<file path="config.mk">
export PLATFORM = sky130hd
export DESIGN_NAME = asbc_ctrl
export DESIGN_NICKNAME = d
export VERILOG_FILES = /design/src/asbc_pkg.sv /design/src/asbc_ctrl.sv
export SDC_FILE = /design/constraint.sdc
export NUM_CORES = 1
export LEC_CHECK = 0
export ABC_AREA = 1
export BUFFER_PORTS_ARGS = -buffer_cell sky130_fd_sc_hd__buf_2
export CELL_PAD_IN_SITES_DETAIL_PLACEMENT = 0
export CELL_PAD_IN_SITES_GLOBAL_PLACEMENT = 1
export CORE_MARGIN = 1
export CORE_UTILIZATION = 42
export CTS_BUF_LIST = sky130_fd_sc_hd__clkbuf_4 sky130_fd_sc_hd__clkbuf_8 sky130_fd_sc_hd__clkbuf_16
export DETAILED_ROUTE_END_ITERATION = 10
export PLACE_DENSITY = 0.8
export SYNTH_ARGS = -nofsm -noshare
export SYNTH_HDL_FRONTEND = slang
export SYNTH_SLANG_ARGS = --single-unit
</file>
<file path="constraint.sdc">
create_clock -name clk_sys_i -period 3.4 [get_ports clk_sys_i]
set_input_delay 0.34 -clock clk_sys_i [delete_from_list [all_inputs] [get_ports clk_sys_i]]
set_output_delay 0.34 -clock clk_sys_i [all_outputs]
set_load 0.1 [all_outputs]
</file>
<file path="src/asbc_pkg.sv">
/*
 * asbc_pkg: shared constants and types for the converter sequencing and
 * buffer control block. Assumes a 16-bit register port addressed by word
 * index and a single 200 MHz system clock.
 */
package asbc_pkg;
    // register indices on the plain register port
    localparam logic [2:0] ASBC_ADDR_SEQ_CTRL = 3'h0;
    localparam logic [2:0] ASBC_ADDR_BUF_SIZE = 3'h1;
    localparam logic [2:0] ASBC_ADDR_IRQ_STAT = 3'h2;
    localparam logic [2:0] ASBC_ADDR_IRQ_CLR = 3'h3;
    localparam logic [2:0] ASBC_ADDR_IRQ_EN = 3'h4;
    localparam logic [2:0] ASBC_ADDR_STATUS = 3'h5;

    // field positions in the sequence control register
    localparam int ASBC_CHAN_CNT_LSB = 8;
    localparam int ASBC_FILL_BIT = 7;
    localparam int ASBC_CPE_LSB = 2;
    localparam int ASBC_SPLIT_BIT = 1;
    // writable mask of the sequence control register (fill status read-only)
    localparam logic [15:0] ASBC_SEQ_WMASK = 16'hE73F;
    // only the low three bits of the buffer size register exist
    localparam logic [15:0] ASBC_BUF_WMASK = 16'h0007;
    localparam logic [15:0] ASBC_SEQ_RESET = 16'h0000;
    localparam logic [15:0] ASBC_BUF_RESET = 16'h0000;
    localparam logic [3:0] ASBC_CNT_RESET = 4'h0;

    // interrupt status bit positions
    localparam int ASBC_EV_STEP = 0;
    localparam int ASBC_EV_HALF = 1;
    localparam int ASBC_EV_NUM = 2;

    typedef enum logic [2:0] {
        ASBC_IDLE = 3'b001,
        ASBC_RUN = 3'b010,
        ASBC_STEP = 3'b100
    } asbc_state_t;

    // register port request, grouped
    typedef struct packed {
        logic [2:0] addr;
        logic [15:0] wdata;
        logic wr;
        logic rd;
    } asbc_req_t;

    // per-step answer to the dma side
    typedef struct packed {
        logic [3:0] channel_mask;
        logic [7:0] words_per_input;
        logic fill_half;
    } asbc_dma_t;
endpackage

</file>
<file path="src/asbc_ctrl.sv">
/*
 * asbc_ctrl: sequencing and buffer control of the converter. Holds the
 * sequence control and buffer size registers, counts finished conversions,
 * steps the dma address, alternates buffer halves and raises an interrupt.
 *
 * Register indices on the plain port:
 *   0 sequence control, 1 buffer size, 2 interrupt status (read only),
 *   3 interrupt clear (write only, a one clears), 4 interrupt enable,
 *   5 sequencer status (state in bits 6:4, group count in bits 3:0).
 *
 * Sequence control layout:
 *   15:13 reference setting, stored only
 *   10    scan select, stored only
 *   9:8   channel count code
 *   7     fill half status, read only
 *   5:2   conversions per event, code n means every n+1 conversions
 *   1     split buffer mode
 *   0     alternate sample mode, stored only
 *
 * Buffer size layout:
 *   2:0   words per input code, two to the power of the code
 *   15:3  not built, read as zero
 *
 * Timing:
 *   a write lands at the edge that samples the strobe;
 *   read data stand in the cycle after the read strobe, zero otherwise;
 *   the dma step pulse and the status bits follow a boundary by one edge;
 *   the dma word follows a register or half change by one edge.
 *
 * Limitations:
 *   the first conversion after reset only wakes the sequencer, but with a
 *   nonzero code it is still counted, so the first group is not shortened;
 *   changing the conversions per event code mid group does not restart
 *   the group; a count already past the new code wraps at the next done.
 *
 * Assumes conv_done_i is a one-cycle pulse from logic on the same clock and
 * that the register master never strobes read and write together.
 */
// Decided for this implementation: the register offsets and the address-and-strobe port.
// Summary of operation
// - channel count selects one, two or four sample-holds
// - fill status shows half being written
// - step after programmed number of conversions
// - split mode alternates halves per interrupt
// - words per input is two to field
// - upper buffer size bits read zero
module asbc_ctrl
    import asbc_pkg::*;
(
    input wire logic clk_sys_i,
    input wire logic sys_rst_i,
    input wire asbc_req_t req_i,
    output logic [15:0] rdata_o,
    input wire logic conv_done_i,
    output asbc_dma_t dma_o,
    output logic dma_step_o,
    output logic irq_o
);
    logic [15:0] seq_ctrl;
    logic [15:0] buf_size;
    logic [ASBC_EV_NUM-1:0] irq_stat;
    logic [ASBC_EV_NUM-1:0] irq_en;
    logic [3:0] conv_cnt;
    logic fill_half;
    asbc_state_t state;
    asbc_state_t next_state;
    logic [1:0] chan_sel;
    logic [3:0] per_event;
    logic split_mode;
    logic boundary;
    logic [ASBC_EV_NUM-1:0] events;
    logic [ASBC_EV_NUM-1:0] clr_hit;
    logic [3:0] chan_mask;
    logic [7:0] words_per_input;
    logic [3:0] next_conv_cnt;
    logic next_fill_half;
    logic [15:0] next_rdata;
    logic [15:0] status_word;
    logic wr_seq;
    logic wr_buf;
    logic wr_clr;
    logic wr_en;

    // register write decodes, one per writable index
    assign wr_seq = req_i.wr && (req_i.addr == ASBC_ADDR_SEQ_CTRL);
    assign wr_buf = req_i.wr && (req_i.addr == ASBC_ADDR_BUF_SIZE);
    assign wr_clr = req_i.wr && (req_i.addr == ASBC_ADDR_IRQ_CLR);
    assign wr_en = req_i.wr && (req_i.addr == ASBC_ADDR_IRQ_EN);

    // configuration fields taken straight from the stored register
    assign chan_sel = seq_ctrl[ASBC_CHAN_CNT_LSB +: 2];
    assign per_event = seq_ctrl[ASBC_CPE_LSB +: 4];
    assign split_mode = seq_ctrl[ASBC_SPLIT_BIT];

    // boundary when the count reaches the programmed value; code n means n+1 ops
    assign boundary = (state == ASBC_RUN) && conv_done_i && (conv_cnt == per_event);

    // control registers; software writes are masked to existing bits
    always_ff @(posedge clk_sys_i or posedge sys_rst_i) begin
        if (sys_rst_i) begin
            seq_ctrl <= ASBC_SEQ_RESET;
            buf_size <= ASBC_BUF_RESET;
        end else begin
            if (wr_seq) begin
                seq_ctrl <= req_i.wdata & ASBC_SEQ_WMASK;
            end
            if (wr_buf) begin
                buf_size <= req_i.wdata & ASBC_BUF_WMASK;
            end
        end
    end

    // per-channel enable; channels 2 and 3 need the upper code bit
    genvar ci;
    generate
        for (ci = 0; ci < 4; ci++) begin : g_chan
            if (ci == 0) begin : g_first
                assign chan_mask[ci] = 1'b1;
            end else if (ci == 1) begin : g_pair
                assign chan_mask[ci] = chan_sel[1] | chan_sel[0];
            end else begin : g_quad
                assign chan_mask[ci] = chan_sel[1];
            end
        end
    endgenerate

    // buffer words per input; the shift cannot leave eight bits
    assign words_per_input = 8'h01 << buf_size[2:0];

    // simple sequencer: idle until first conversion, step pulse one cycle
    always_comb begin
        next_state = state;
        case (state)
            ASBC_IDLE: begin
                if (conv_done_i) next_state = ASBC_RUN;
            end
            ASBC_RUN: begin
                if (boundary) next_state = ASBC_STEP;
            end
            ASBC_STEP: begin
                next_state = ASBC_RUN;
            end
            default: begin
                next_state = ASBC_IDLE;
            end
        endcase
    end

    always_ff @(posedge clk_sys_i or posedge sys_rst_i) begin
        if (sys_rst_i) begin
            state <= ASBC_IDLE;
        end else begin
            state <= next_state;
        end
    end

    // conversion count; with a nonzero code a done in idle or step still counts so none is lost
    always_comb begin
        next_conv_cnt = conv_cnt;
        if (conv_done_i) begin
            if (boundary || (conv_cnt >= per_event)) begin
                next_conv_cnt = ASBC_CNT_RESET;
            end else begin
                next_conv_cnt = conv_cnt + 4'h1;
            end
        end
    end

    always_ff @(posedge clk_sys_i or posedge sys_rst_i) begin
        if (sys_rst_i) begin
            conv_cnt <= ASBC_CNT_RESET;
        end else begin
            conv_cnt <= next_conv_cnt;
        end
    end

    // half pointer: toggles per boundary in split mode, else parked at start
    always_comb begin
        next_fill_half = fill_half;
        if (!split_mode) begin
            next_fill_half = 1'b0;
        end else if (boundary) begin
            next_fill_half = ~fill_half;
        end
    end

    always_ff @(posedge clk_sys_i or posedge sys_rst_i) begin
        if (sys_rst_i) begin
            fill_half <= 1'b0;
        end else begin
            fill_half <= next_fill_half;
        end
    end

    // dma outputs come from flip-flops
    always_ff @(posedge clk_sys_i or posedge sys_rst_i) begin
        if (sys_rst_i) begin
            dma_o <= '0;
            dma_step_o <= 1'b0;
        end else begin
            dma_o.channel_mask <= chan_mask;
            dma_o.words_per_input <= words_per_input;
            dma_o.fill_half <= fill_half;
            dma_step_o <= boundary;
        end
    end

    // events: every step, and a half swap in split mode
    assign events[ASBC_EV_STEP] = boundary;
    assign events[ASBC_EV_HALF] = boundary && split_mode;

    // clear request per status bit, only on a write to the clear index
    assign clr_hit = wr_clr ? req_i.wdata[ASBC_EV_NUM-1:0] : '0;

    // sticky status per event; set beats a same-cycle clear
    genvar gi;
    generate
        for (gi = 0; gi < ASBC_EV_NUM; gi++) begin : g_irq
            always_ff @(posedge clk_sys_i or posedge sys_rst_i) begin
                if (sys_rst_i) begin
                    irq_stat[gi] <= 1'b0;
                end else if (events[gi]) begin
                    irq_stat[gi] <= 1'b1;
                end else if (clr_hit[gi]) begin
                    irq_stat[gi] <= 1'b0;
                end
            end
        end
    endgenerate

    always_ff @(posedge clk_sys_i or posedge sys_rst_i) begin
        if (sys_rst_i) begin
            irq_en <= '0;
        end else if (wr_en) begin
            irq_en <= req_i.wdata[ASBC_EV_NUM-1:0];
        end
    end

    assign irq_o = |(irq_stat & irq_en);

    // sequencer status word for debug reads
    assign status_word = {9'h000, state, conv_cnt};

    // read mux; a zero word when no read is asked keeps the bus quiet
    always_comb begin
        next_rdata = 16'h0000;
        if (req_i.rd) begin
            case (req_i.addr)
                ASBC_ADDR_SEQ_CTRL: begin
                    next_rdata = seq_ctrl | (16'(fill_half) << ASBC_FILL_BIT);
                end
                ASBC_ADDR_BUF_SIZE: begin
                    next_rdata = buf_size;
                end
                ASBC_ADDR_IRQ_STAT: begin
                    next_rdata = {14'h0000, irq_stat};
                end
                ASBC_ADDR_IRQ_EN: begin
                    next_rdata = {14'h0000, irq_en};
                end
                ASBC_ADDR_STATUS: begin
                    next_rdata = status_word;
                end
                default: begin
                    next_rdata = 16'h0000;
                end
            endcase
        end
    end

    // read data stands one cycle after the strobe, zero otherwise
    always_ff @(posedge clk_sys_i or posedge sys_rst_i) begin
        if (sys_rst_i) begin
            rdata_o <= 16'h0000;
        end else begin
            rdata_o <= next_rdata;
        end
    end
endmodule

</file>
# Yosys cells after proc, flatten, opt, wreduce, memory -nomap -nowiden
# Index checks and enable logic that the tools add are counted.
totals:
  register_bits: 56
  in_bits: 24
  wordCells: 58
classes:
  n_addsub: 1
  n_lt_le_gt_ge: 1
  n_eq_ne: 12
  shifts: 1
  n_mux: 13
  bitwise: 4
  reduce_logical: 13
ops:
  columns: ["op", "n"]
  rows:
  - ["16-bit case mux with 5 select lines", 1]
  - ["16-bit 2-to-1 mux", 1]
  - ["16-bit by 8-bit OR with 16-bit output", 1]
  - ["3-bit by 2-bit == test with 1-bit output (second input constant)", 3]
  - ["3-bit == test (second input constant)", 3]
  - ["3-bit case mux with 3 select lines", 1]
  - ["1-bit by 3-bit left shift with 8-bit output (first input constant)", 1]
  - ["1-bit logical AND", 7]
  - ["3-bit by 1-bit == test with 1-bit output (second input constant)", 2]
  - ["1-bit 2-to-1 mux", 6]
  - ["3-bit 2-to-1 mux", 2]
  - ["4-bit by 1-bit adder with 4-bit output (second input constant)", 1]
  - ["4-bit == test", 1]
  - ["4-bit >= comparator", 1]
  - ["4-bit 2-to-1 mux", 1]
  - ["2-bit != test (second input constant)", 2]
  - ["2-bit nonzero test", 2]
  - ["3-bit zero test", 1]
  - ["2-bit AND", 1]
  - ["2-bit 2-to-1 mux", 1]
  - ["2-bit by 1-bit != test with 1-bit output (second input constant)", 1]
  - ["2-bit AND reduction", 1]
  - ["2-bit OR reduction", 1]
  - ["1-bit logical OR", 1]
  - ["2 further kinds", 2]

# Depth between registers and ports, before layout
# Gate-level depths: netlist of run 1.
logic_depth:
  depth_word: 5
  ltp_mapped: 8
  ltp_nobuf: 8

# Worst setup path after synthesis of run 1
# OpenSTA, ideal clock, no wires.
synth_timing:
  path_kind: "register to output"
  start: "register, netlist name dma_o[11]"
  end: "output dma_o[12] in the netlist's numbering"
  arrival_time_ns: 1.324
  required_ns: 3.060
  slack_ns: 1.736
  path_stages_with_launch: 2
  path_cell_list: "dfrtp_1 > buf_4"
synth_rtl:
  columns: ["item", "line", "source"]
  rows:
  - ["end, declared", "asbc_ctrl.sv:55", "output asbc_dma_t dma_o,"]
# No word-level cell between the ends.

# Worst setup path after layout of run 1
layout_timing:
  start: "register irq_en[0]"
  end: "output irq_o"
layout_between:
  elab_chain_len: 2
layout_lines:
  columns: ["item", "line", "source"]
  rows:
  - ["start, declared", "asbc_ctrl.sv:62", "logic [ASBC_EV_NUM-1:0] irq_en;"]
  - ["start signal, assigned", "asbc_ctrl.sv:235", "irq_en <= req_i.wdata[ASBC_EV_NUM-1:0];"]
  - ["2-bit AND", "asbc_ctrl.sv:239", "assign irq_o = |(irq_stat & irq_en);"]
  - ["2-bit OR reduction", "asbc_ctrl.sv:239", null]
  - ["end, declared", "asbc_ctrl.sv:57", "output logic irq_o"]
# No other way between the ends.

==> results_tabular.tex, run 1 <==
\begin{tabular}{lr}
\hline
Metric & Value \\
\hline
\multicolumn{2}{l}{\textbf{Critical path}} \\
\quad Internal reg-to-reg setup slack & approximately 1.9 ns \\
\quad Critical path class & register to output pin \\
\quad Kind of start point of the critical path & register \\
\quad Required time of the critical path & approximately 3 ns \\
\quad Crit Path Max Fanout & 3 \\
\quad Critical Path End Type & output pin \\
\quad Arrival time of data at the critical path endpoint & 1.25 ns \\
\multicolumn{2}{l}{\textbf{Yosys}} \\
\quad Post-synthesis async set-or-reset flop share & 100.0\% \\
\quad Yosys synthesis warning count & 0 \\
\quad Mean instance size in the synthesized netlist & 9.408 um2 \\
\quad Yosys top cell area share & 59.48\% \\
\quad Number of synthesized register bits & 54 \\
\quad Number of distinct library cell variants in the gate-level netlist after synthesis & 24 \\
\quad Leading area contributor after synthesis & sky130\_fd\_sc\_hd\_\_dfrtp\_1 \\
\quad Sequential share of the synthesized area & $\sim$61\% \\
\quad Synth Instances & around 240 \\
\quad Leading post-synthesis cells by cell area & sky130\_fd\_sc\_hd\_\_dfrtp\_1 59\%, sky130\_fd\_sc\_hd\_\_nand2\_1 7.4\%, sky130\_fd\_sc\_hd\_\_inv\_1 4.7\% \\
\quad Netlist Area Pre-Place & 2230 um2 \\
\quad Primary flip-flop cell chosen by synthesis mapping & sky130\_fd\_sc\_hd\_\_dfrtp\_1 \\
\quad Count of flip-flops with a built-in enable after synthesis & 0 \\
\multicolumn{2}{l}{\textbf{Die}} \\
\quad Area of the die & 5604 um2 \\
\quad Number of placement rows & 26 \\
\quad Initial core utilization & 43.66\% \\
\quad Die height & 74.86 um \\
\quad Die width & 74.86 um \\
\quad I/O pin count & 55 \\
\quad Area of the placeable core & 5107 um2 \\
\multicolumn{2}{l}{\textbf{Global routing}} \\
\quad Antenna violations before repair & 0 \\
\quad Pin count of the biggest net entering global routing & 31 \\
\quad Wire length of the first global-routing pass & between 6000 and 7000 um \\
\quad Total congestion overflow after global routing & 0 \\
\quad Vias in the first global route & 1528 \\
\quad Tot GR Track Use & 16.68\% \\
\multicolumn{2}{l}{\textbf{Finish}} \\
\quad Leading cell types in the layout, fill and taps excluded & 53 x sky130\_fd\_sc\_hd\_\_dfrtp\_1, 48 x sky130\_fd\_sc\_hd\_\_buf\_2, 44 x sky130\_fd\_sc\_hd\_\_nand2\_1 \\
\quad Most common library cell in the layout ignoring fill and taps & sky130\_fd\_sc\_hd\_\_dfrtp\_1 \\
\quad Antenna diodes & 0 \\
\quad NumNets Final & 317 \\
\quad Non-filler instance count after layout & 359 \\
\quad Area taken by flip-flops and latches & 1353 um2 \\
\quad Area used by multi-input combinational logic & 710.7 um2 \\
\quad Share of post-route cells with drive strength above 1 & 24.22\% \\
\quad Area growth, synth to finish & 17.40\% \\
\quad Filler instances & around 510 \\
\multicolumn{2}{l}{\textbf{Routing}} \\
\quad Number of nets still failing antenna checks after routing & 0 \\
\quad DRC violation count after routing & 0 \\
\quad Via count & between 1500 and 2000 \\
\quad Number of DRC markers in iteration 0 & 74 \\
\quad Via density per instance & $\sim$4.6 \\
\quad Total routed wirelength & 4120 um \\
\quad Number of iterations in the first detailed-routing pass & 4 \\
\quad Final routed wire length divided by cell count & 11.48 um \\
\multicolumn{2}{l}{\textbf{Power}} \\
\quad Leakage component of the power & 1.441 nW \\
\quad Post-layout power & approximately 1.7 mW \\
\quad Areal power density over the cells & 665.6 nW/um2 \\
\quad IR Drop Worst-Case VDD & approximately 0.28 mV \\
\multicolumn{2}{l}{\textbf{Timing}} \\
\quad Maximum clock frequency & approximately 630 MHz \\
\quad Final hold violation count & 0 \\
\quad Minimum clock period after layout & approximately 1.6 ns \\
\quad Final Setup Violations & 0 \\
\quad Setup total negative slack & 0 ns \\
\quad RSZ-0062 raised after global routing & false \\
\quad Slack of the critical path & approximately 1.8 ns \\
\quad Worst-case clock skew & 0.003549 ns \\
\quad Final worst-path cycle share & about 47\% \\
\quad Final slew viol count & 0 \\
\multicolumn{2}{l}{\textbf{Clock tree}} \\
\quad Clock Latency Late Sink & 0.30 ns \\
\quad Clock root buffer & sky130\_fd\_sc\_hd\_\_clkbuf\_8 \\
\quad Number of gates given a new drive strength after cts & 0 \\
\quad CTS tree & done \\
\quad CTS Sinks & 54 \\
\quad \# Post-CTS Setup Buffers & 0 \\
\quad Number of H-tree levels & 2 \\
\quad Number of buffers created by CTS & 5 \\
\quad Total of hold buffers inserted after clock tree synthesis & 0 \\
\quad Maximum clock insertion buffer count & 2 \\
\quad Clock input transition at the sequential cells of the worst setup and hold paths & 0.09 ns \\
\multicolumn{2}{l}{\textbf{Placed design}} \\
\quad Port-buffer cells & between 40 and 50 \\
\quad Total half-perimeter wirelength after legalization and detailed placement & 3046 um \\
\quad Instance count after placement with tap cells included & 351 \\
\quad Placer's final routability congestion estimate & 0.8509 \\
\quad Worst slack, placed & about 1.8 ns \\
\multicolumn{2}{l}{\textbf{Hold path}} \\
\quad Classification of the worst-slack hold path & input pin to asynchronous set/reset pin \\
\multicolumn{2}{l}{\textbf{Job}} \\
\quad Max-capacitance violation count & 0 \\
\multicolumn{2}{l}{\textbf{Status}} \\
\quad Status & finished clean \\
\hline
\end{tabular}
==> final cells by class <==
cell class,instances,share of cell area (%)
Tap cell,70,3.346
Sequential cell,54,51.67
Timing Repair Buffer,49,9.465
Inverter,32,4.589
Multi-Input combinational cell,146,27.15
Clock inverter,2,0.6214
Clock buffer,6,3.155
==> cells in the mapped netlist (2+ instances only) <==
cell                      count
sky130_fd_sc_hd__dfrtp_1     53
sky130_fd_sc_hd__ha_1         5
sky130_fd_sc_hd__o21ai_1      6
sky130_fd_sc_hd__a21oi_1     14
sky130_fd_sc_hd__buf_4        3
sky130_fd_sc_hd__nand2_2      2
sky130_fd_sc_hd__nor2_2       3
sky130_fd_sc_hd__nor3_1      10
sky130_fd_sc_hd__nor2_1      27
sky130_fd_sc_hd__nand3_1     15
sky130_fd_sc_hd__nor3_2       2
sky130_fd_sc_hd__buf_6        2
sky130_fd_sc_hd__inv_1       28
sky130_fd_sc_hd__inv_2        4
sky130_fd_sc_hd__xnor2_1      2
sky130_fd_sc_hd__conb_1       2
sky130_fd_sc_hd__nand2_1     44
sky130_fd_sc_hd__o21ai_0      7
sky130_fd_sc_hd__nand4_1      3
==> flip-flops by register name (all words and copies together), names as in the netlist <==
register    count
irq_en          2
irq_stat        2
state           3
dma_o          12
rdata_o        14
buf_size        3
fill_half       1
seq_ctrl       12
dma_step_o      1
conv_cnt        4
==> power by group <==
group	switching (mW)	leakage [nW]	internal [mW]
sequential	0.0812	0.685	0.749
clock	0.207	0.0478	0.168
combinational	0.407	0.708	0.130
total	0.695	1.44	1.05
==> worst paths after layout <==
kind                       depth (start not counted)          end        start
hold / removal                                     2     dma_o[4]    sys_rst_i
max in group asynchronous                          3     state[0]    sys_rst_i
hold reg to reg                                    0    dma_o[11]  seq_ctrl[9]
setup reg to reg                                   7    fill_half  conv_cnt[0]
min in group clk_sys_i                             3  seq_ctrl[4]     req_i[6]
setup / recovery                                   2        irq_o    irq_en[0]
==> routing by layer <==
metal  up-vias  wire length [um]  GRT usage (%)
met4         0               123          7.757
met2        50              1736          24.32
met3        12               195          3.614
li1        848                 -              -
met5         -                 0              0
met1       744              2065          23.76
==> metrics by stage <==
step	hold slack, ns	utilization (%)	cell area, um2
after floorplan	0.3537	-	2233
after global placement	0.3578	49.31	2519
after detailed placement	0.3646	49.31	2519
after CTS	0.05765	51.25	2618
after global routing	0.1003	51.25	2618
final	0.04806	51.25	2618
==> logic make-up after synthesis <==
family,after synthesis,synth area share [%]
simple gates,107,20.99
flops,54,60.66
buf+inv,38,7.631
compound gates,29,6.790
fa+ha+maj,5,2.806
xor+xnor,2,0.7858
other cells,2,0.3368
==> worst max-delay path, cell delays in order, from the launching register on <==
cell and delay [ns]:
sky130_fd_sc_hd__dfrtp_1 0.39, sky130_fd_sc_hd__a22o_1 0.14, sky130_fd_sc_hd__buf_2 0.42
(Power assumes the default switching activity.)
==> run 2: changes to the inputs <==
Settings changed: CORE_UTILIZATION 42 to 35, PLACE_DENSITY 0.8 to 0.71.
Clock period 3.4 ns to 1.4 ns, I/O delays scaled along.
==> run 2 against run 1 <==
Setup slack worse by 1.7 ns. Utilization down 4.0 points. Critical path type unchanged. Die area up 19%. Cell area up 8.8%. Total power rose to 2.7 times the previous value. Critical path depth unchanged. Largest cell class unchanged. First-iteration DRC count down 15%. Largest power group unchanged. Via count up 3.0%.
==> results_tabular.tex, run 2 (same netlist as run 1, synthesis figures left out) <==
\begin{tabular}{lr}
\hline
Metric & Value \\
\hline
\multicolumn{2}{l}{\textbf{Routing}} \\
\quad Number of DRC markers in iteration 0 & 63 (was 74) \\
\quad Number of iterations in the first detailed-routing pass & 4 (unchanged) \\
\quad Via density per instance & 4.470 (was 4.607) \\
\quad Final routed wire length divided by cell count & 11.67 um (was 11.48 um) \\
\quad DRC violation count after routing & 0 (unchanged) \\
\quad Total routed wirelength & 4448 um (was 4120 um) \\
\quad Via count & 1703 (was 1654) \\
\quad Number of nets still failing antenna checks after routing & 0 (unchanged) \\
\multicolumn{2}{l}{\textbf{Critical path}} \\
\quad Crit Path Max Fanout & 3 (unchanged) \\
\quad Arrival time of data at the critical path endpoint & 1.17 ns (was 1.25 ns) \\
\quad Required time of the critical path & 1.26 ns (was 3.06 ns) \\
\quad Kind of start point of the critical path & register (unchanged) \\
\quad Worst Setup SP & irq\_en[0] (unchanged) \\
\quad Critical Path End Type & output pin (unchanged) \\
\quad Count of cells along the worst register-to-register path & 7 (unchanged) \\
\quad Critical path class & register to output pin (unchanged) \\
\quad Critical R2R Capture & irq\_stat[1] (was fill\_half) \\
\quad Worst reg2reg path startpoint & conv\_cnt[3] (was conv\_cnt[0]) \\
\quad Internal reg-to-reg setup slack & 0.09 ns (was 1.85 ns) \\
\quad Termination of the worst setup path & irq\_o (unchanged) \\
\multicolumn{2}{l}{\textbf{Finish}} \\
\quad Area used by multi-input combinational logic & 769.5 um2 (was 710.7 um2) \\
\quad Leading cell types in the layout, fill and taps excluded & 53 x sky130\_fd\_sc\_hd\_\_dfrtp\_1, 47 x sky130\_fd\_sc\_hd\_\_buf\_2, 40 x sky130\_fd\_sc\_hd\_\_nand2\_1 (was 53 x sky130\_fd\_sc\_hd\_\_dfrtp\_1, 48 x sky130\_fd\_sc\_hd\_\_buf\_2, 44 x sky130\_fd\_sc\_hd\_\_nand2\_1) \\
\quad Share of post-route cells with drive strength above 1 & 31.37\% (was 24.22\%) \\
\quad Area taken by flip-flops and latches & 1353 um2 (unchanged) \\
\quad Number of flip-flops in the largest register & 14 (unchanged) \\
\quad Filler instances & 582 (was 505) \\
\quad Register with the most flip-flops & rdata\_o (unchanged) \\
\quad NumNets Final & 334 (was 317) \\
\quad Finished layout cell area & 2849 um2 (was 2618 um2) \\
\quad Most common library cell in the layout ignoring fill and taps & sky130\_fd\_sc\_hd\_\_dfrtp\_1 (unchanged) \\
\quad Largest registers & rdata\_o: 14 flops, dma\_o: 12 flops, seq\_ctrl: 12 flops (unchanged) \\
\quad Area growth, synth to finish & 27.78\% (was 17.40\%) \\
\quad Antenna diodes & 0 (unchanged) \\
\quad Non-filler instance count after layout & 381 (was 359) \\
\multicolumn{2}{l}{\textbf{Die}} \\
\quad Die width & 81.82 um (was 74.86 um) \\
\quad I/O pin count & 55 (unchanged) \\
\quad Area of the die & 6694 um2 (was 5604 um2) \\
\quad Area of the placeable core & 6026 um2 (was 5107 um2) \\
\quad Die height & 81.82 um (was 74.86 um) \\
\quad Initial core utilization & 37.00\% (was 43.66\%) \\
\quad Number of placement rows & 28 (was 26) \\
\multicolumn{2}{l}{\textbf{Power}} \\
\quad Areal power density over the cells & 1654 nW/um2 (was 665.6 nW/um2) \\
\quad Net switching fraction of the power & 38.86\% (was 39.91\%) \\
\quad Clock network fraction of total power & 22.7\% (was 21.5\%) \\
\quad Leakage component of the power & 1.547 nW (was 1.441 nW) \\
\quad Internal power component & 2.881 mW (was 1.047 mW) \\
\quad Net Sw Power & 1.831 mW (was 695.3 uW) \\
\quad Sequential power share & 42.1\% (was 47.6\%) \\
\quad Combinational power share & 35.2\% (was 30.8\%) \\
\quad IR Drop Worst-Case VDD & 0.9257 mV (was 0.2819 mV) \\
\multicolumn{2}{l}{\textbf{Global routing}} \\
\quad Wire length of the first global-routing pass & 7327 um (was 6906 um) \\
\quad Vias in the first global route & 1568 (was 1528) \\
\quad Total congestion overflow after global routing & 0 (unchanged) \\
\quad Tot GR Track Use & 14.68\% (was 16.68\%) \\
\quad Antenna violations before repair & 0 (unchanged) \\
\quad Pin count of the biggest net entering global routing & 33 (was 31) \\
\multicolumn{2}{l}{\textbf{Placed design}} \\
\quad Placer's final routability congestion estimate & 0.7759 (was 0.8509) \\
\quad Total half-perimeter wirelength after legalization and detailed placement & 3268 um (was 3046 um) \\
\quad Instance area at placement & 2641 um2 (was 2519 um2) \\
\quad Instance count after placement with tap cells included & 369 (was 351) \\
\quad Port-buffer cells & 48 (unchanged) \\
\multicolumn{2}{l}{\textbf{Status}} \\
\quad Status & finished clean (unchanged) \\
\multicolumn{2}{l}{\textbf{Timing}} \\
\quad Minimum clock period after layout & 1.311 ns \\
\quad Final hold violation count & 0 (unchanged) \\
\quad Final worst-path cycle share & $\sim$94\% \\
\quad Final Setup Violations & 0 (unchanged) \\
\quad Final slew viol count & 0 (unchanged) \\
\quad Worst-case clock skew & 0.007321 ns (was 0.003549 ns) \\
\quad Maximum clock frequency & about 760 MHz \\
\multicolumn{2}{l}{\textbf{Clock tree}} \\
\quad Number of H-tree levels & 2 (unchanged) \\
\quad CTS Sinks & 54 (unchanged) \\
\quad Number of buffers created by CTS & 5 (unchanged) \\
\quad CTS tree & done (unchanged) \\
\quad Clock root buffer & sky130\_fd\_sc\_hd\_\_clkbuf\_8 (unchanged) \\
\quad Clock input transition at the sequential cells of the worst setup and hold paths & 0.10 ns (was 0.09 ns) \\
\quad Maximum clock insertion buffer count & 2 (unchanged) \\
\quad Clock Latency Late Sink & 0.31 ns (was 0.30 ns) \\
\multicolumn{2}{l}{\textbf{Job}} \\
\quad Max-capacitance violation count & 0 (unchanged) \\
\multicolumn{2}{l}{\textbf{Hold path}} \\
\quad Classification of the worst-slack hold path & input pin to register (was input pin to asynchronous set/reset pin) \\
\quad Hold Path Stages & 3 \\
\hline
\end{tabular}
==> run 2: cell type report <==
class                           count  share of cell area (%)
Inverter                           32                   4.348
Clock buffer                        5                   2.415
Clock inverter                      3                   1.669
Timing Repair Buffer               66                   13.79
Sequential cell                    54                   47.47
Multi-Input combinational cell    146                   27.01
Tap cell                           75                   3.294
==> run 2: power groups by stage <==
| stage | combinational, mW | sequential, mW | clock [mW] |
|---|---|---|---|
| detailed placement | 1.54 | 2.00 | 0 |
| global placement | 1.53 | 2.00 | 0 |
| global route | 1.81 | 2.02 | 1.16 |
| floorplan | 0.656 | 2.45 | 0 |
| CTS | 1.56 | 1.97 | 1.10 |
| finish | 1.66 | 1.98 | 1.07 |
==> run 2: how the worst min path moves through the flow <==
stage,startpoint,endpoint,slack [ns]
after floorplan,sys_rst_i,buf_size[0],0.21
after global placement,sys_rst_i,dma_o[6],0.22
after detailed placement,sys_rst_i,dma_o[9],0.23
after CTS,conv_done_i,conv_cnt[3],0.06
after global routing,req_i[11],seq_ctrl[9],0.08
final,req_i[7],seq_ctrl[5],0.08
==> run 2: metrics by stage <==
stage | utilization, % | TNS (ns) | hold slack [ns] | setup slack, ns | power [mW]
6_report | 47.28 | 0 | 0.07673 | 0.08910 | 4.712
5_1_grt | 47.28 | -0.01684 | 0.08327 | -0.01684 | 4.995
4_1_cts | 46.10 | 0 | 0.06242 | 0.007652 | 4.633
3_5_place_dp | 43.83 | -0.5783 | 0.2282 | -0.1596 | 3.544
3_3_place_gp | 43.83 | -0.2938 | 0.2235 | -0.1037 | 3.525
2_1_floorplan | - | -0.06397 | 0.2074 | -0.06397 | 3.105
==> run 2: routing by layer <==
layer  global-route usage (%)  wire (um)  up-vias
met5                        0          0        -
met4                    4.211         52        0
met3                    3.667        218        6
met2                    22.23       1886       44
met1                    20.68       2291      772
li1                         -          -      881
==> run 2: repair_timing <==
| item | CTS | global route |
|---|---|---|
| pin swaps | 2 | 4 |
| endpoints found under the setup margin | 7 | 8 |
| setup buffers | 0 | 3 |
| gates resized for setup | 3 | 10 |
| hold buffers | 1 | 0 |
| hold endpoints to repair | 53 | 0 |
==> run 2: worst max-delay path: stages, from the launching register on <==
cell and delay (ns):
sky130_fd_sc_hd__dfrtp_1 0.42, sky130_fd_sc_hd__a22o_1 0.26, sky130_fd_sc_hd__buf_12 0.17
==> run 3: changes to the inputs <==
Settings changed: BUFFER_PORTS_ARGS -buffer_cell sky130_fd_sc_hd__buf_2 to not set, CORE_UTILIZATION 35 to 42, DONT_BUFFER_PORTS set to 1.
==> run 3 against run 2 <==
Setup slack lost 0.037 ns. Highest routed layer unchanged. Non-clock buffer count shrank 16. Clock power shrank 17%. Sequential share of layout area grew 0.27 points. Final cell count shrank 5.5%. Utilization grew 8.2 points. Clock skew shrank 0.0032 ns. Wire length is essentially flat. Sequential power is essentially flat.
==> results_tabular.tex, run 3 (same netlist as run 1, synthesis figures left out) <==
\begin{tabular}{lr}
\hline
Metric & Value \\
\hline
\multicolumn{2}{l}{\textbf{Clock tree}} \\
\quad Number of buffers created by CTS & 5 (unchanged) \\
\quad Clock root buffer & sky130\_fd\_sc\_hd\_\_clkbuf\_8 (unchanged) \\
\quad CTS Sinks & 54 (unchanged) \\
\quad Clock Latency Late Sink & 0.31 ns (about the same) \\
\quad Clock input transition at the sequential cells of the worst setup and hold paths & 0.10 ns (about the same) \\
\quad Maximum clock insertion buffer count & 2 (unchanged) \\
\quad CTS tree & done (unchanged) \\
\quad Number of H-tree levels & 2 (unchanged) \\
\multicolumn{2}{l}{\textbf{Status}} \\
\quad Status & finished clean (unchanged) \\
\multicolumn{2}{l}{\textbf{Timing}} \\
\quad Maximum clock frequency & 741.9 MHz (was 762.8 MHz) \\
\quad Final slew viol count & 0 (unchanged) \\
\quad Minimum clock period after layout & 1.348 ns (was 1.311 ns) \\
\quad Final worst-path cycle share & 96.28\% (was 93.64\%) \\
\quad Final Setup Violations & 0 (unchanged) \\
\quad Final hold violation count & 0 (unchanged) \\
\quad Slack of the critical path & 0.05208 ns (was 0.08910 ns) \\
\quad Worst-case clock skew & 0.004071 ns (was 0.007321 ns) \\
\multicolumn{2}{l}{\textbf{Critical path}} \\
\quad Number of buffer and inverter instances along the worst setup path & 2 (was 1) \\
\quad Arrival time of data at the critical path endpoint & 1.56 ns (was 1.17 ns) \\
\quad Termination of the worst setup path & fill\_half (was irq\_o) \\
\quad Most common cell on crit path & sky130\_fd\_sc\_hd\_\_inv\_1 \\
\quad CP max stage cell & sky130\_fd\_sc\_hd\_\_dfrtp\_1 (unchanged) \\
\quad Internal reg-to-reg setup slack & 0.05 ns (was 0.09 ns) \\
\quad Kind of start point of the critical path & register (unchanged) \\
\quad CP delay by family, top & simple AND/OR/NAND/NOR gates (was flip-flops) \\
\quad Critical R2R Capture & fill\_half (was irq\_stat[1]) \\
\quad Worst reg2reg path startpoint & seq\_ctrl[3] (was conv\_cnt[3]) \\
\quad Required time of the critical path & 1.61 ns (was 1.26 ns) \\
\quad Number of gates on the worst path with buffers counted & 7 (was 2) \\
\quad Critical path class & register to register (was register to output pin) \\
\quad Maximum cell stage delay along the critical path & 0.36 ns (was 0.42 ns) \\
\quad Critical Path End Type & register (was output pin) \\
\quad Crit path cell chain & inv\_1 > ha\_1 > inv\_1 > nor3\_2 > nand2\_2 > nand3\_1 > nand2\_1 (was a22o\_1 > buf\_12) \\
\quad Crit Path Max Fanout & 5 (was 3) \\
\quad Count of cells along the worst register-to-register path & 7 (unchanged) \\
\quad Worst Setup SP & seq\_ctrl[3] (was irq\_en[0]) \\
\multicolumn{2}{l}{\textbf{Finish}} \\
\quad Area growth, synth to finish & 27.16\% (was 27.78\%) \\
\quad Largest registers & rdata\_o: 14 flops, dma\_o: 12 flops, seq\_ctrl: 12 flops (unchanged) \\
\quad NumNets Final & 318 (was 334) \\
\quad Leading cell types in the layout, fill and taps excluded & 52 x sky130\_fd\_sc\_hd\_\_dfrtp\_1, 41 x sky130\_fd\_sc\_hd\_\_nand2\_1, 39 x sky130\_fd\_sc\_hd\_\_buf\_4 (was 53 x sky130\_fd\_sc\_hd\_\_dfrtp\_1, 47 x sky130\_fd\_sc\_hd\_\_buf\_2, 40 x sky130\_fd\_sc\_hd\_\_nand2\_1) \\
\quad Most common library cell in the layout ignoring fill and taps & sky130\_fd\_sc\_hd\_\_dfrtp\_1 (unchanged) \\
\quad Share of post-route cells with drive strength above 1 & 24.83\% (was 31.37\%) \\
\quad Register with the most flip-flops & rdata\_o (unchanged) \\
\quad Antenna diodes & 0 (unchanged) \\
\quad Number of flip-flops in the largest register & 14 (unchanged) \\
\multicolumn{2}{l}{\textbf{Placed design}} \\
\quad Total half-perimeter wirelength after legalization and detailed placement & 3037 um (was 3268 um) \\
\quad Worst slack, placed & -0.07867 ns (was -0.1596 ns) \\
\quad Placer's final routability congestion estimate & 0.8229 (was 0.7759) \\
\quad Port-buffer cells & 0 (was 48) \\
\multicolumn{2}{l}{\textbf{Routing}} \\
\quad Number of nets still failing antenna checks after routing & 0 (unchanged) \\
\quad Via count & 1714 (was 1703) \\
\quad Number of iterations in the first detailed-routing pass & 4 (unchanged) \\
\quad Number of DRC markers in iteration 0 & 56 (was 63) \\
\quad Total routed wirelength & 4449 um (was 4448 um) \\
\quad Final routed wire length divided by cell count & 12.36 um (was 11.67 um) \\
\quad Via density per instance & 4.761 (was 4.470) \\
\quad DRC violation count after routing & 0 (unchanged) \\
\multicolumn{2}{l}{\textbf{Die}} \\
\quad Die width & 74.86 um (was 81.82 um) \\
\quad Die height & 74.86 um (was 81.82 um) \\
\quad Area of the die & 5604 um2 (was 6694 um2) \\
\quad Initial core utilization & 43.66\% (was 37.00\%) \\
\quad I/O pin count & 55 (unchanged) \\
\quad Number of placement rows & 26 (was 28) \\
\quad Area of the placeable core & 5107 um2 (was 6026 um2) \\
\multicolumn{2}{l}{\textbf{Hold path}} \\
\quad Hold Path Stages & 2 (was 3) \\
\quad Classification of the worst-slack hold path & input pin to register (unchanged) \\
\multicolumn{2}{l}{\textbf{Power}} \\
\quad IR Drop Worst-Case VDD & 0.6102 mV (was 0.9257 mV) \\
\quad Leakage component of the power & 1.464 nW (was 1.547 nW) \\
\quad Areal power density over the cells & 1590 nW/um2 (was 1654 nW/um2) \\
\quad Post-layout power & 4.507 mW (was 4.712 mW) \\
\multicolumn{2}{l}{\textbf{Global routing}} \\
\quad Pin count of the biggest net entering global routing & 55 (was 33) \\
\quad Vias in the first global route & 1569 (was 1568) \\
\quad Wire length of the first global-routing pass & 7141 um (was 7327 um) \\
\quad Antenna violations before repair & 0 (unchanged) \\
\quad Tot GR Track Use & 17.12\% (was 14.68\%) \\
\quad Total congestion overflow after global routing & 0 (unchanged) \\
\multicolumn{2}{l}{\textbf{Job}} \\
\quad Max-capacitance violation count & 0 (unchanged) \\
\hline
\end{tabular}
[run 3: cell count changes in the layout (fill, tap and decap cells not counted), moves of 2 or more]
cell / before / now
sky130_fd_sc_hd__buf_2: 47 / 0
sky130_fd_sc_hd__o21ai_1: 6 / 8
sky130_fd_sc_hd__dlygate4sd3_1: 1 / 9
sky130_fd_sc_hd__buf_4: 17 / 39
sky130_fd_sc_hd__o21ai_0: 7 / 5
sky130_fd_sc_hd__clkinvlp_4: 1 / 3
[run 3: stage by stage]
stage / utilization, % / hold WS (ns) / area (um2) / TNS, ns / instances
after floorplan: - / 0.2074 / 2237 / -0.06397 / 238
after global placement: 50.64 / 0.1077 / 2586 / -0.1138 / 340
after detailed placement: 50.64 / 0.1071 / 2586 / -0.2106 / 340
after CTS: 54.41 / 0.001644 / 2779 / 0 / 357
after global routing: 55.51 / 0.004041 / 2835 / -0.07995 / 360
final: 55.51 / 0.004203 / 2835 / 0 / 360
[run 3: worst min path at each step]
stage	start	end
6_report	req_i[11]	seq_ctrl[9]
2_1_floorplan	sys_rst_i	buf_size[0]
3_3_place_gp	sys_rst_i	dma_o[3]
5_1_grt	req_i[18]	rdata_o[6]
3_5_place_dp	sys_rst_i	dma_o[2]
4_1_cts	req_i[18]	rdata_o[6]
[run 3: worst register-to-register path: cells and delay by family, from the launching register on]
| family | cells | cell delay [ns] |
|---|---|---|
| simple gates | 4 | 0.51 |
| flops | 1 | 0.36 |
| buf+inv | 2 | 0.11 |
| fa+ha+maj | 1 | 0.27 |
[run 3: final cells by class]
class | instances | area (um2)
timing repair buffer | 50 | 422.9
clock inverter | 3 | 23.77
inverter | 32 | 123.9
clock buffer | 5 | 68.82
sequential | 54 | 1354
fill | 454 | 2272
multi-input combinational | 146 | 754.5
tap | 70 | 87.58
[run 3: report_power, final]
group | total [mW] | switching [mW] | internal (mW)
combinational | 1.63 | 1.10 | 0.525
clock | 0.893 | 0.535 | 0.359
sequential | 1.98 | 0.163 | 1.82
total | 4.51 | 1.80 | 2.70
[run 3: timing repair]
item / 4_1_cts / 5_1_grt
hold endpoints to repair: 62 / 0
cloned: 0 / 0
buffers inserted: 0 / 3
endpoints found under the setup margin: 5 / 7
hold buffers: 9 / 0
pin swaps: 0 / 3
resized for setup: 3 / 9
[run 3: per-layer routing]
metal  global-route usage [%]  vias up  share of wire [%]
met2                    26.73       44                 46
li1                         -      845                  -
met5                        0        -                  0
met3                    4.150        6                4.5
met1                    23.65      819                 48
met4                    5.451        0               0.94
